File: config.mk
export PLATFORM = sky130hd
export DESIGN_NAME = nvisb_top
export DESIGN_NICKNAME = d
export VERILOG_FILES = /design/src/nvisb_pkg.sv /design/src/nvisb_top.sv
export VERILOG_INCLUDE_DIRS = /design/src
export SDC_FILE = /design/constraint.sdc
export NUM_CORES = 2
export LEC_CHECK = 0
export ABC_AREA = 1
export BUFFER_PORTS_ARGS = -buffer_cell sky130_fd_sc_hd__buf_4
export CELL_PAD_IN_SITES_DETAIL_PLACEMENT = 1
export CELL_PAD_IN_SITES_GLOBAL_PLACEMENT = 1
export CORE_ASPECT_RATIO = 1.4
export CORE_MARGIN = 2
export CORE_UTILIZATION = 46
export CTS_CLUSTER_SIZE = 8
export DETAILED_ROUTE_END_ITERATION = 6
export PLACE_DENSITY = 0.85
export SLEW_MARGIN = 20
export SYNTH_ARGS = -nofsm -noshare
export SYNTH_HDL_FRONTEND = slang
export SYNTH_SLANG_ARGS = --single-unit
File: constraint.sdc
create_clock -name CLK -period 102.4 [get_ports CLK]
set_input_delay 10.24 -clock CLK [delete_from_list [all_inputs] [get_ports CLK]]
set_output_delay 10.24 -clock CLK [all_outputs]
set_load 0.02 [all_outputs]
File: src/nvisb_params.svh
`ifndef NVISB_PARAMS_SVH
`define NVISB_PARAMS_SVH

// sizes
`define NVISB_NUM_IRQ       81
`define NVISB_ADDR_W        12
`define NVISB_DATA_W        32
`define NVISB_PRIO_W        4
`define NVISB_NUM_W         7
`define NVISB_SPLIT_W       3
`define NVISB_SPLIT_MAX     3'h4

// register block bases, byte addresses
`define NVISB_OFS_ENA_SET   12'h000
`define NVISB_OFS_ENA_CLR   12'h080
`define NVISB_OFS_PND_SET   12'h100
`define NVISB_OFS_PND_CLR   12'h180
`define NVISB_OFS_ACT       12'h200
`define NVISB_OFS_PRIO      12'h300
`define NVISB_OFS_CFG       12'h400

// region select and word index fields of the byte address
`define NVISB_REGION_HI     11
`define NVISB_REGION_LO     7
`define NVISB_INDEX_HI      6
`define NVISB_INDEX_LO      2

// field layout inside an 8-bit priority byte
`define NVISB_PRIO_LSB      4

// reset values
`define NVISB_RST_WORD      32'h0000_0000
`define NVISB_RST_PRIO      4'h0
`define NVISB_RST_SPLIT     3'h0

`endif

File: src/nvisb_pkg.sv
package nvisb_pkg;

    // bus answer sequencer
    typedef enum logic [1:0] {
        NVISB_BUS_IDLE = 2'b01,
        NVISB_BUS_ACK  = 2'b10
    } nvisb_bus_t;

    // register blocks reachable over the bus
    typedef enum logic [6:0] {
        NVISB_REG_NONE    = 7'b0000001,
        NVISB_REG_ENA_SET = 7'b0000010,
        NVISB_REG_ENA_CLR = 7'b0000100,
        NVISB_REG_PND_SET = 7'b0001000,
        NVISB_REG_PND_CLR = 7'b0010000,
        NVISB_REG_ACT     = 7'b0100000,
        NVISB_REG_PRIO    = 7'b1000000
    } nvisb_reg_t;

endpackage

File: src/nvisb_top.sv
// Operation
// - up to 81 peripheral lines, each with own enable, pending, active bit
// - four-bit priority per line, lower value is more urgent
// - request lines accepted both as held levels and as pulses
// - priority splits into group and subpriority, changeable at run time
// - one non-maskable request input that no enable bit can block
// - core stacks and unstacks its state itself on entry and exit
// - one bit per line, word n/32, bit n mod 32
// - enable-set write 1 enables, 0 no effect, read shows enables
// - pending and enabled lines are offered to the core by priority
// - disabled line still goes pending but is never offered
// - enable-clear write 1 disables, 0 no effect, read shows enables
// - pending-set write 1 makes pending, read shows pending
// - setting an already pending line changes nothing
// - setting pending on a disabled line still makes it pending
// - pending-clear write 1 removes pending, read shows pending
// - pending-clear leaves active state alone
// - active array is read only, shows active or active and pending
// - all state arrays read zero after reset
// - one 8-bit priority byte per line, byte n for line n
// - pending on line high while inactive, or on a rising edge
// - entry moves pending to active; exit re-pends a still-high level
// - only top four bits of each priority byte stored, low four read zero
//
// Design decision made here: register access over Avalon-MM.
`timescale 1ns/100ps
`include "nvisb_params.svh"

module nvisb_top #(
    parameter int NUM_IRQ = `NVISB_NUM_IRQ
) (
    // clock and reset
    input  wire logic                        CLK,
    input  wire logic                        NRST,
    // avalon-mm slave
    input  wire logic [`NVISB_ADDR_W-1:0]    AVS_ADDRESS,
    input  wire logic                        AVS_READ,
    input  wire logic                        AVS_WRITE,
    input  wire logic [`NVISB_DATA_W-1:0]    AVS_WRITEDATA,
    input  wire logic [3:0]                  AVS_BYTEENABLE,
    output logic      [`NVISB_DATA_W-1:0]    AVS_READDATA,
    output logic                             AVS_WAITREQUEST,
    // peripheral request lines
    input  wire logic [NUM_IRQ-1:0]          IRQ_LINES,
    input  wire logic                        NMI_LINE,
    // processor core side
    output logic                             NMI_REQ,
    output logic                             IRQ_REQ,
    output logic      [`NVISB_NUM_W-1:0]     IRQ_NUM,
    output logic      [`NVISB_PRIO_W-1:0]    IRQ_PRIO,
    input  wire logic                        IRQ_ENTER,
    input  wire logic [`NVISB_NUM_W-1:0]     IRQ_ENTER_NUM,
    input  wire logic                        IRQ_EXIT,
    input  wire logic [`NVISB_NUM_W-1:0]     IRQ_EXIT_NUM
);

    localparam int WORDS = (NUM_IRQ + 31) / 32;
    localparam int PW    = WORDS * 32;

    // state arrays
    logic [NUM_IRQ-1:0]              en_q;
    logic [NUM_IRQ-1:0]              pend_q;
    logic [NUM_IRQ-1:0]              act_q;
    logic [`NVISB_PRIO_W-1:0]        prio_q [NUM_IRQ];
    logic [`NVISB_SPLIT_W-1:0]       split_q;

    // synchronisers
    logic [NUM_IRQ-1:0]              line_m_q;
    logic [NUM_IRQ-1:0]              line_s_q;
    logic [NUM_IRQ-1:0]              line_p_q;
    logic                            nmi_m_q;
    logic                            nmi_s_q;

    // bus
    nvisb_pkg::nvisb_bus_t           bus_q;
    nvisb_pkg::nvisb_reg_t           sel;
    logic [4:0]                      widx;
    logic                            cfg_hit;
    logic                            wr_go;
    logic [31:0]                     wmask;
    logic [31:0]                     wbits;
    logic [31:0]                     rd_d;

    // group part of a priority under the current split
    function automatic logic [`NVISB_PRIO_W-1:0] grp_of(
        input logic [`NVISB_PRIO_W-1:0]  p,
        input logic [`NVISB_SPLIT_W-1:0] s
    );
        logic [`NVISB_PRIO_W-1:0] m;
        m = 4'hf << ((s > `NVISB_SPLIT_MAX) ? `NVISB_SPLIT_MAX : s);
        return p & m;
    endfunction

    // place a 32-bit word into the state vector, dropping missing lines
    function automatic logic [NUM_IRQ-1:0] place(
        input logic [31:0] w,
        input logic [4:0]  idx
    );
        logic [PW-1:0] v;
        v = '0;
        if (int'(idx) < WORDS) begin
            v[int'(idx)*32 +: 32] = w;
        end
        return v[NUM_IRQ-1:0];
    endfunction

    // pick a 32-bit word out of a state vector, zero beyond the count
    function automatic logic [31:0] pick(
        input logic [NUM_IRQ-1:0] vec,
        input logic [4:0]         idx
    );
        logic [PW-1:0] v;
        v = '0;
        v[NUM_IRQ-1:0] = vec;
        if (int'(idx) < WORDS) begin
            return v[int'(idx)*32 +: 32];
        end
        return `NVISB_RST_WORD;
    endfunction

    // one-hot line select from a number
    function automatic logic [NUM_IRQ-1:0] hit_of(
        input logic                    go,
        input logic [`NVISB_NUM_W-1:0] n
    );
        logic [NUM_IRQ-1:0] h;
        h = '0;
        for (int i = 0; i < NUM_IRQ; i++) begin
            if (go && int'(n) == i) begin
                h[i] = 1'b1;
            end
        end
        return h;
    endfunction

    // address decode
    always_comb begin
        widx    = AVS_ADDRESS[`NVISB_INDEX_HI:`NVISB_INDEX_LO];
        cfg_hit = (AVS_ADDRESS == `NVISB_OFS_CFG);
        unique case (AVS_ADDRESS[`NVISB_REGION_HI:`NVISB_REGION_LO])
            `NVISB_OFS_ENA_SET >> `NVISB_REGION_LO: sel = nvisb_pkg::NVISB_REG_ENA_SET;
            `NVISB_OFS_ENA_CLR >> `NVISB_REGION_LO: sel = nvisb_pkg::NVISB_REG_ENA_CLR;
            `NVISB_OFS_PND_SET >> `NVISB_REGION_LO: sel = nvisb_pkg::NVISB_REG_PND_SET;
            `NVISB_OFS_PND_CLR >> `NVISB_REGION_LO: sel = nvisb_pkg::NVISB_REG_PND_CLR;
            `NVISB_OFS_ACT     >> `NVISB_REGION_LO: sel = nvisb_pkg::NVISB_REG_ACT;
            `NVISB_OFS_PRIO    >> `NVISB_REGION_LO: sel = nvisb_pkg::NVISB_REG_PRIO;
            default:                                sel = nvisb_pkg::NVISB_REG_NONE;
        endcase
        for (int b = 0; b < 4; b++) begin
            wmask[b*8 +: 8] = {8{AVS_BYTEENABLE[b]}};
        end
        wbits = AVS_WRITEDATA & wmask;
    end

    // one wait state per request; the write lands when waitrequest drops
    assign AVS_WAITREQUEST = (AVS_READ | AVS_WRITE) & (bus_q == nvisb_pkg::NVISB_BUS_IDLE);
    assign wr_go           = AVS_WRITE & (bus_q == nvisb_pkg::NVISB_BUS_ACK);

    always_ff @(posedge CLK or negedge NRST) begin
        if (!NRST) begin
            bus_q <= nvisb_pkg::NVISB_BUS_IDLE;
        end else begin
            unique case (bus_q)
                nvisb_pkg::NVISB_BUS_IDLE: begin
                    if (AVS_READ | AVS_WRITE) begin
                        bus_q <= nvisb_pkg::NVISB_BUS_ACK;
                    end
                end
                nvisb_pkg::NVISB_BUS_ACK: begin
                    bus_q <= nvisb_pkg::NVISB_BUS_IDLE;
                end
            endcase
        end
    end

    // read mux
    always_comb begin
        rd_d = `NVISB_RST_WORD;
        unique case (sel)
            nvisb_pkg::NVISB_REG_ENA_SET,
            nvisb_pkg::NVISB_REG_ENA_CLR: rd_d = pick(en_q, widx);
            nvisb_pkg::NVISB_REG_PND_SET,
            nvisb_pkg::NVISB_REG_PND_CLR: rd_d = pick(pend_q, widx);
            nvisb_pkg::NVISB_REG_ACT:     rd_d = pick(act_q, widx);
            nvisb_pkg::NVISB_REG_PRIO: begin
                for (int b = 0; b < 4; b++) begin
                    if (int'(widx) * 4 + b < NUM_IRQ) begin
                        rd_d[b*8 + `NVISB_PRIO_LSB +: 4] = prio_q[int'(widx) * 4 + b];
                    end
                end
            end
            nvisb_pkg::NVISB_REG_NONE: begin
                if (cfg_hit) begin
                    rd_d[`NVISB_SPLIT_W-1:0] = split_q;
                end
            end
        endcase
    end

    always_ff @(posedge CLK or negedge NRST) begin
        if (!NRST) begin
            AVS_READDATA <= `NVISB_RST_WORD;
        end else if (AVS_READ && bus_q == nvisb_pkg::NVISB_BUS_IDLE) begin
            AVS_READDATA <= rd_d;
        end
    end

    // input synchronisers and edge history
    always_ff @(posedge CLK or negedge NRST) begin
        if (!NRST) begin
            line_m_q <= '0;
            line_s_q <= '0;
            line_p_q <= '0;
            nmi_m_q  <= 1'b0;
            nmi_s_q  <= 1'b0;
            NMI_REQ  <= 1'b0;
        end else begin
            line_m_q <= IRQ_LINES;
            line_s_q <= line_m_q;
            line_p_q <= line_s_q;
            nmi_m_q  <= NMI_LINE;
            nmi_s_q  <= nmi_m_q;
            NMI_REQ  <= nmi_s_q;
        end
    end

    // enable array
    always_ff @(posedge CLK or negedge NRST) begin
        if (!NRST) begin
            en_q <= '0;
        end else if (wr_go && sel == nvisb_pkg::NVISB_REG_ENA_SET) begin
            en_q <= en_q | place(wbits, widx);
        end else if (wr_go && sel == nvisb_pkg::NVISB_REG_ENA_CLR) begin
            en_q <= en_q & ~place(wbits, widx);
        end
    end

    // pending and active arrays
    logic [NUM_IRQ-1:0] enter_hit;
    logic [NUM_IRQ-1:0] exit_hit;
    logic [NUM_IRQ-1:0] sw_set;
    logic [NUM_IRQ-1:0] sw_clr;
    logic [NUM_IRQ-1:0] hw_set;

    always_comb begin
        enter_hit = hit_of(IRQ_ENTER, IRQ_ENTER_NUM);
        exit_hit  = hit_of(IRQ_EXIT, IRQ_EXIT_NUM);
        sw_set    = (wr_go && sel == nvisb_pkg::NVISB_REG_PND_SET) ? place(wbits, widx) : '0;
        sw_clr    = (wr_go && sel == nvisb_pkg::NVISB_REG_PND_CLR) ? place(wbits, widx) : '0;
        // level seen while inactive, or any rising edge
        hw_set    = (line_s_q & ~act_q & ~enter_hit) | (line_s_q & ~line_p_q);
    end

    always_ff @(posedge CLK or negedge NRST) begin
        if (!NRST) begin
            pend_q <= '0;
        end else begin
            // set terms win over clear terms; set on a pending bit is a no-op
            pend_q <= (pend_q & ~sw_clr & ~enter_hit) | hw_set | sw_set;
        end
    end

    always_ff @(posedge CLK or negedge NRST) begin
        if (!NRST) begin
            act_q <= '0;
        end else begin
            // core stacks on entry and unstacks on exit; these strobes mark it
            act_q <= (act_q | enter_hit) & ~exit_hit;
        end
    end

    // priority bytes and grouping split
    always_ff @(posedge CLK or negedge NRST) begin
        if (!NRST) begin
            for (int i = 0; i < NUM_IRQ; i++) begin
                prio_q[i] <= `NVISB_RST_PRIO;
            end
        end else if (wr_go && sel == nvisb_pkg::NVISB_REG_PRIO) begin
            for (int b = 0; b < 4; b++) begin
                if (AVS_BYTEENABLE[b] && int'(widx) * 4 + b < NUM_IRQ) begin
                    prio_q[int'(widx) * 4 + b] <= AVS_WRITEDATA[b*8 + `NVISB_PRIO_LSB +: 4];
                end
            end
        end
    end

    always_ff @(posedge CLK or negedge NRST) begin
        if (!NRST) begin
            split_q <= `NVISB_RST_SPLIT;
        end else if (wr_go && sel == nvisb_pkg::NVISB_REG_NONE && cfg_hit && AVS_BYTEENABLE[0]) begin
            split_q <= AVS_WRITEDATA[`NVISB_SPLIT_W-1:0];
        end
    end

    // arbitration
    logic                       best_ok;
    logic [`NVISB_NUM_W-1:0]    best_num;
    logic [`NVISB_PRIO_W-1:0]   best_prio;
    logic                       run_ok;
    logic [`NVISB_PRIO_W-1:0]   run_grp;
    logic                       req_d;

    always_comb begin
        best_ok   = 1'b0;
        best_num  = '0;
        best_prio = '0;
        run_ok    = 1'b0;
        run_grp   = '0;
        for (int i = 0; i < NUM_IRQ; i++) begin
            // ascending scan with strict compare keeps the lowest number
            if (pend_q[i] && en_q[i] && (!best_ok || prio_q[i] < best_prio)) begin
                best_ok   = 1'b1;
                best_num  = `NVISB_NUM_W'(i);
                best_prio = prio_q[i];
            end
            if (act_q[i] && (!run_ok || grp_of(prio_q[i], split_q) < run_grp)) begin
                run_ok  = 1'b1;
                run_grp = grp_of(prio_q[i], split_q);
            end
        end
        // only a strictly more urgent group may preempt a running handler
        req_d = best_ok && (!run_ok || grp_of(best_prio, split_q) < run_grp);
    end

    always_ff @(posedge CLK or negedge NRST) begin
        if (!NRST) begin
            IRQ_REQ  <= 1'b0;
            IRQ_NUM  <= '0;
            IRQ_PRIO <= '0;
        end else begin
            IRQ_REQ  <= req_d & ~IRQ_ENTER;
            IRQ_NUM  <= best_num;
            IRQ_PRIO <= best_prio;
        end
    end

endmodule

==> summary.txt <==
Cell Area, Synth - 63200 µm²
Die footprint - 140000 µm²
Final wirelength - 351000 µm
Root buf cell - clkbuf_16
Number of synthesized flops with an enable pin - 0
Post-Syn Nets - 9968
Crit share post-route - 90.3%
Area growth syn-to-layout - 10.5%
Rel. slew slack - 6.58%
Die Wd - 317 µm
Io pins - 196
Req. time, crit path - 103.12 ns
GR Overflow Total - 0
Wirelength per Cell - 30.8 µm
Maxcap violations - 0
Clk_skew - 0.103 ns
Routed Antenna Nets - 0
Measured slew at the worst slew-check pin - 1.39 ns
CTS clk-pin slew, worst paths - 0.06 ns
# DRC - 58
Hold WC Path Type - reg -> reg
Drt pass-1 iters - 7
# hold bufs at CTS - 0
Worst-Skew Late Latency - 0.86 ns
Synth async-reset ratio - 100%
Initial DRC count - 7787
Largest net degree at the start of global routing - 153
Unrepaired setup endpoints after global routing - no
Core area - 136000 µm²
Ys flop type - dfrtp_1
Initial core utilization - 46.4%
Top cell type's share of synthesized area - 34.1%
Clock Path Buffers - 3
Clock sinks - 862
Final min period - 92.45 ns
FF-to-FF Start - split_q[0]
Final Util - 51.3%
Final cell count without fillers - 11406
Synth area leader - dfrtp_1
Placed wire-length estimate - 263000 µm
CP Capture Type - flip-flop
Vias per cell - 6.32
Unique masters post-synth - 60
Finish-stage setup viols - 0
Final hold violations - 0
Initial antenna violation count - 48
CP most frequent cell - nand2_1
Status - finished, violations left
Crit path max-delay cell type - dfrtp_1
Count of pins over their slew limit - 0
Routed vias - 72094
Post-synthesis sequential area ratio - 34.2%
Final Wtd Congestion - 1.07
CP Max Fanout - 20
Setup_tns - 0 ns
Critical path class - reg -> reg
GRT Util Overall - 49.5%
Setup crit start kind - flip-flop
Mean post-synth cell area - 6.72 µm²
Yosys warning total - 0
Cell Rows - 160
CTS buffer count - 119
First-pass GRT wire length - 501000 µm
CTS tree - yes
# H-tree levels - 3
DIE HEIGHT - 442 µm
Fraction of layout cells with a size suffix above 1 - 7.72%
Nets@finish - 10118
CP Launch Point - split_q[0]
Flip-flop and latch count after synthesis - 862
Placed Instances - 11208
Top area cells in the synthesized netlist - dfrtp_1 (34%), nand2_1 (16%), o21ai_0 (8.9%), ha_1 (8.2%), inv_1 (7.6%)
Vias in the first global route - 73404
Synthesized instance count - 9405
Max incr delay on CP - 0.47 ns
Crit path DAT - 93.17 ns
Min-delay src - line_m_q[32]
Highest Clock Rate - 0.0108 GHz
IO buf count - 195
Failing checks - DRC
## Yosys cell counts, types with 116 or more instances
library cell and instances:
nand2_1 2763, inv_1 1283, o21ai_0 1128, nor2_1 893, dfrtp_1 861, nand3_1 565, ha_1 413, a21oi_1 376
clkbuf_1 190, nand2_2 169, o211ai_1 119, o221ai_1 116
## worst paths after layout
check	to	slack, ns	cells after the start
worst max-delay path	IRQ_REQ	9.95	906
worst min-delay path	line_s_q[32]	0.34	0
worst max register to register	IRQ_REQ	9.95	787
worst min register to register	line_s_q[32]	0.34	0
max in group asynchronous	prio_q[120]	89.73	4
min in group asynchronous	line_m_q[43]	9.46	1
## layer usage
metal  part of all wire, %  global-route usage (%)  vias up
li1                      -                       -    30787
met1                    33                    53.0    34939
met2                    43                    74.3     4423
met3                    11                    17.1     1915
met4                    13                    49.8       30
met5                 0.077                       0        -
## cells by family after synthesis
kind of cell / count (synthesis) / synth area share, %
simple gates: 4553 / 29.7
compound gates: 1911 / 17.1
buf+inv: 1657 / 10.8
flops: 862 / 34.2
fa+ha+maj: 413 / 8.18
mux: 5 / 0.0852
xor+xnor: 4 / 0.0555
## cell type report
cell class / count / area (µm²)
Timing Repair Buffer: 321 / 2490
Inverter: 1364 / 5150
Sequential cell: 862 / 21600
Fill cell: 18045 / 66300
Multi-Input combinational cell: 6887 / 34900
Clock inverter: 7 / 188
Tap cell: 1782 / 2230
Antenna cell: 36 / 90.1
Clock buffer: 147 / 3140
## placed cells by master (no fill, tap or decap), types with 28 or more instances in the layout
master / n
inv_1: 1263
o21ai_0: 1083
dfrtp_1: 860
nor3_1: 41
o311ai_0: 28
nand2_2: 172
a21oi_1: 376
nand3_1: 564
inv_2: 34
ha_1: 413
nand4_1: 36
buf_4: 312
nand2_1: 2759
o221ai_1: 116
nor2_1: 887
o21ai_1: 60
clkbuf_16: 120
clkinv_1: 60
o211ai_1: 119
nand2_4: 28
diode_2: 36
## metrics by stage
step                      hold WS, ns  setup WS [ns]  cell area (µm²)
after floorplan                 0.331          26.89            63200
after global placement          0.333          10.43            66200
after detailed placement        0.336           7.83            66200
after CTS                       0.347           7.32            69500
after global routing            0.340         0.0124            69700
final                           0.343           9.95            69800
## what timing repair did
| item | in CTS | in global routing |
|---|---|---|
| setup endpoints to repair | 0 | 1 |
| gates resized for setup | 0 | 46 |
| buffers inserted | 0 | 4 |
## worst max-delay path, delay by kind of cell, from the launching register on
family | cells | cell delay, ns
adders and majority gates | 93 | 27.92
DFF | 1 | 0.47
AOI/OAI and AO/OA | 104 | 28.17
buffers and inverters | 174 | 7.90
and+or+nand+nor | 535 | 41.14
## state kept, by name (all words and copies together), names as in the netlist, named ones only
register and flops:
IRQ_PRIO 4, IRQ_REQ 1, nmi_s_q 1, NMI_REQ 1, line_s_q 81, AVS_READDATA 32, line_p_q 81, pend_q 81
IRQ_NUM 7, line_m_q 81, nmi_m_q 1, act_q 81, bus_q 2, split_q 3, prio_q 324
Power is not shown: default switching activity piles up to over one toggle a cycle in this logic, so the estimate is an artifact.
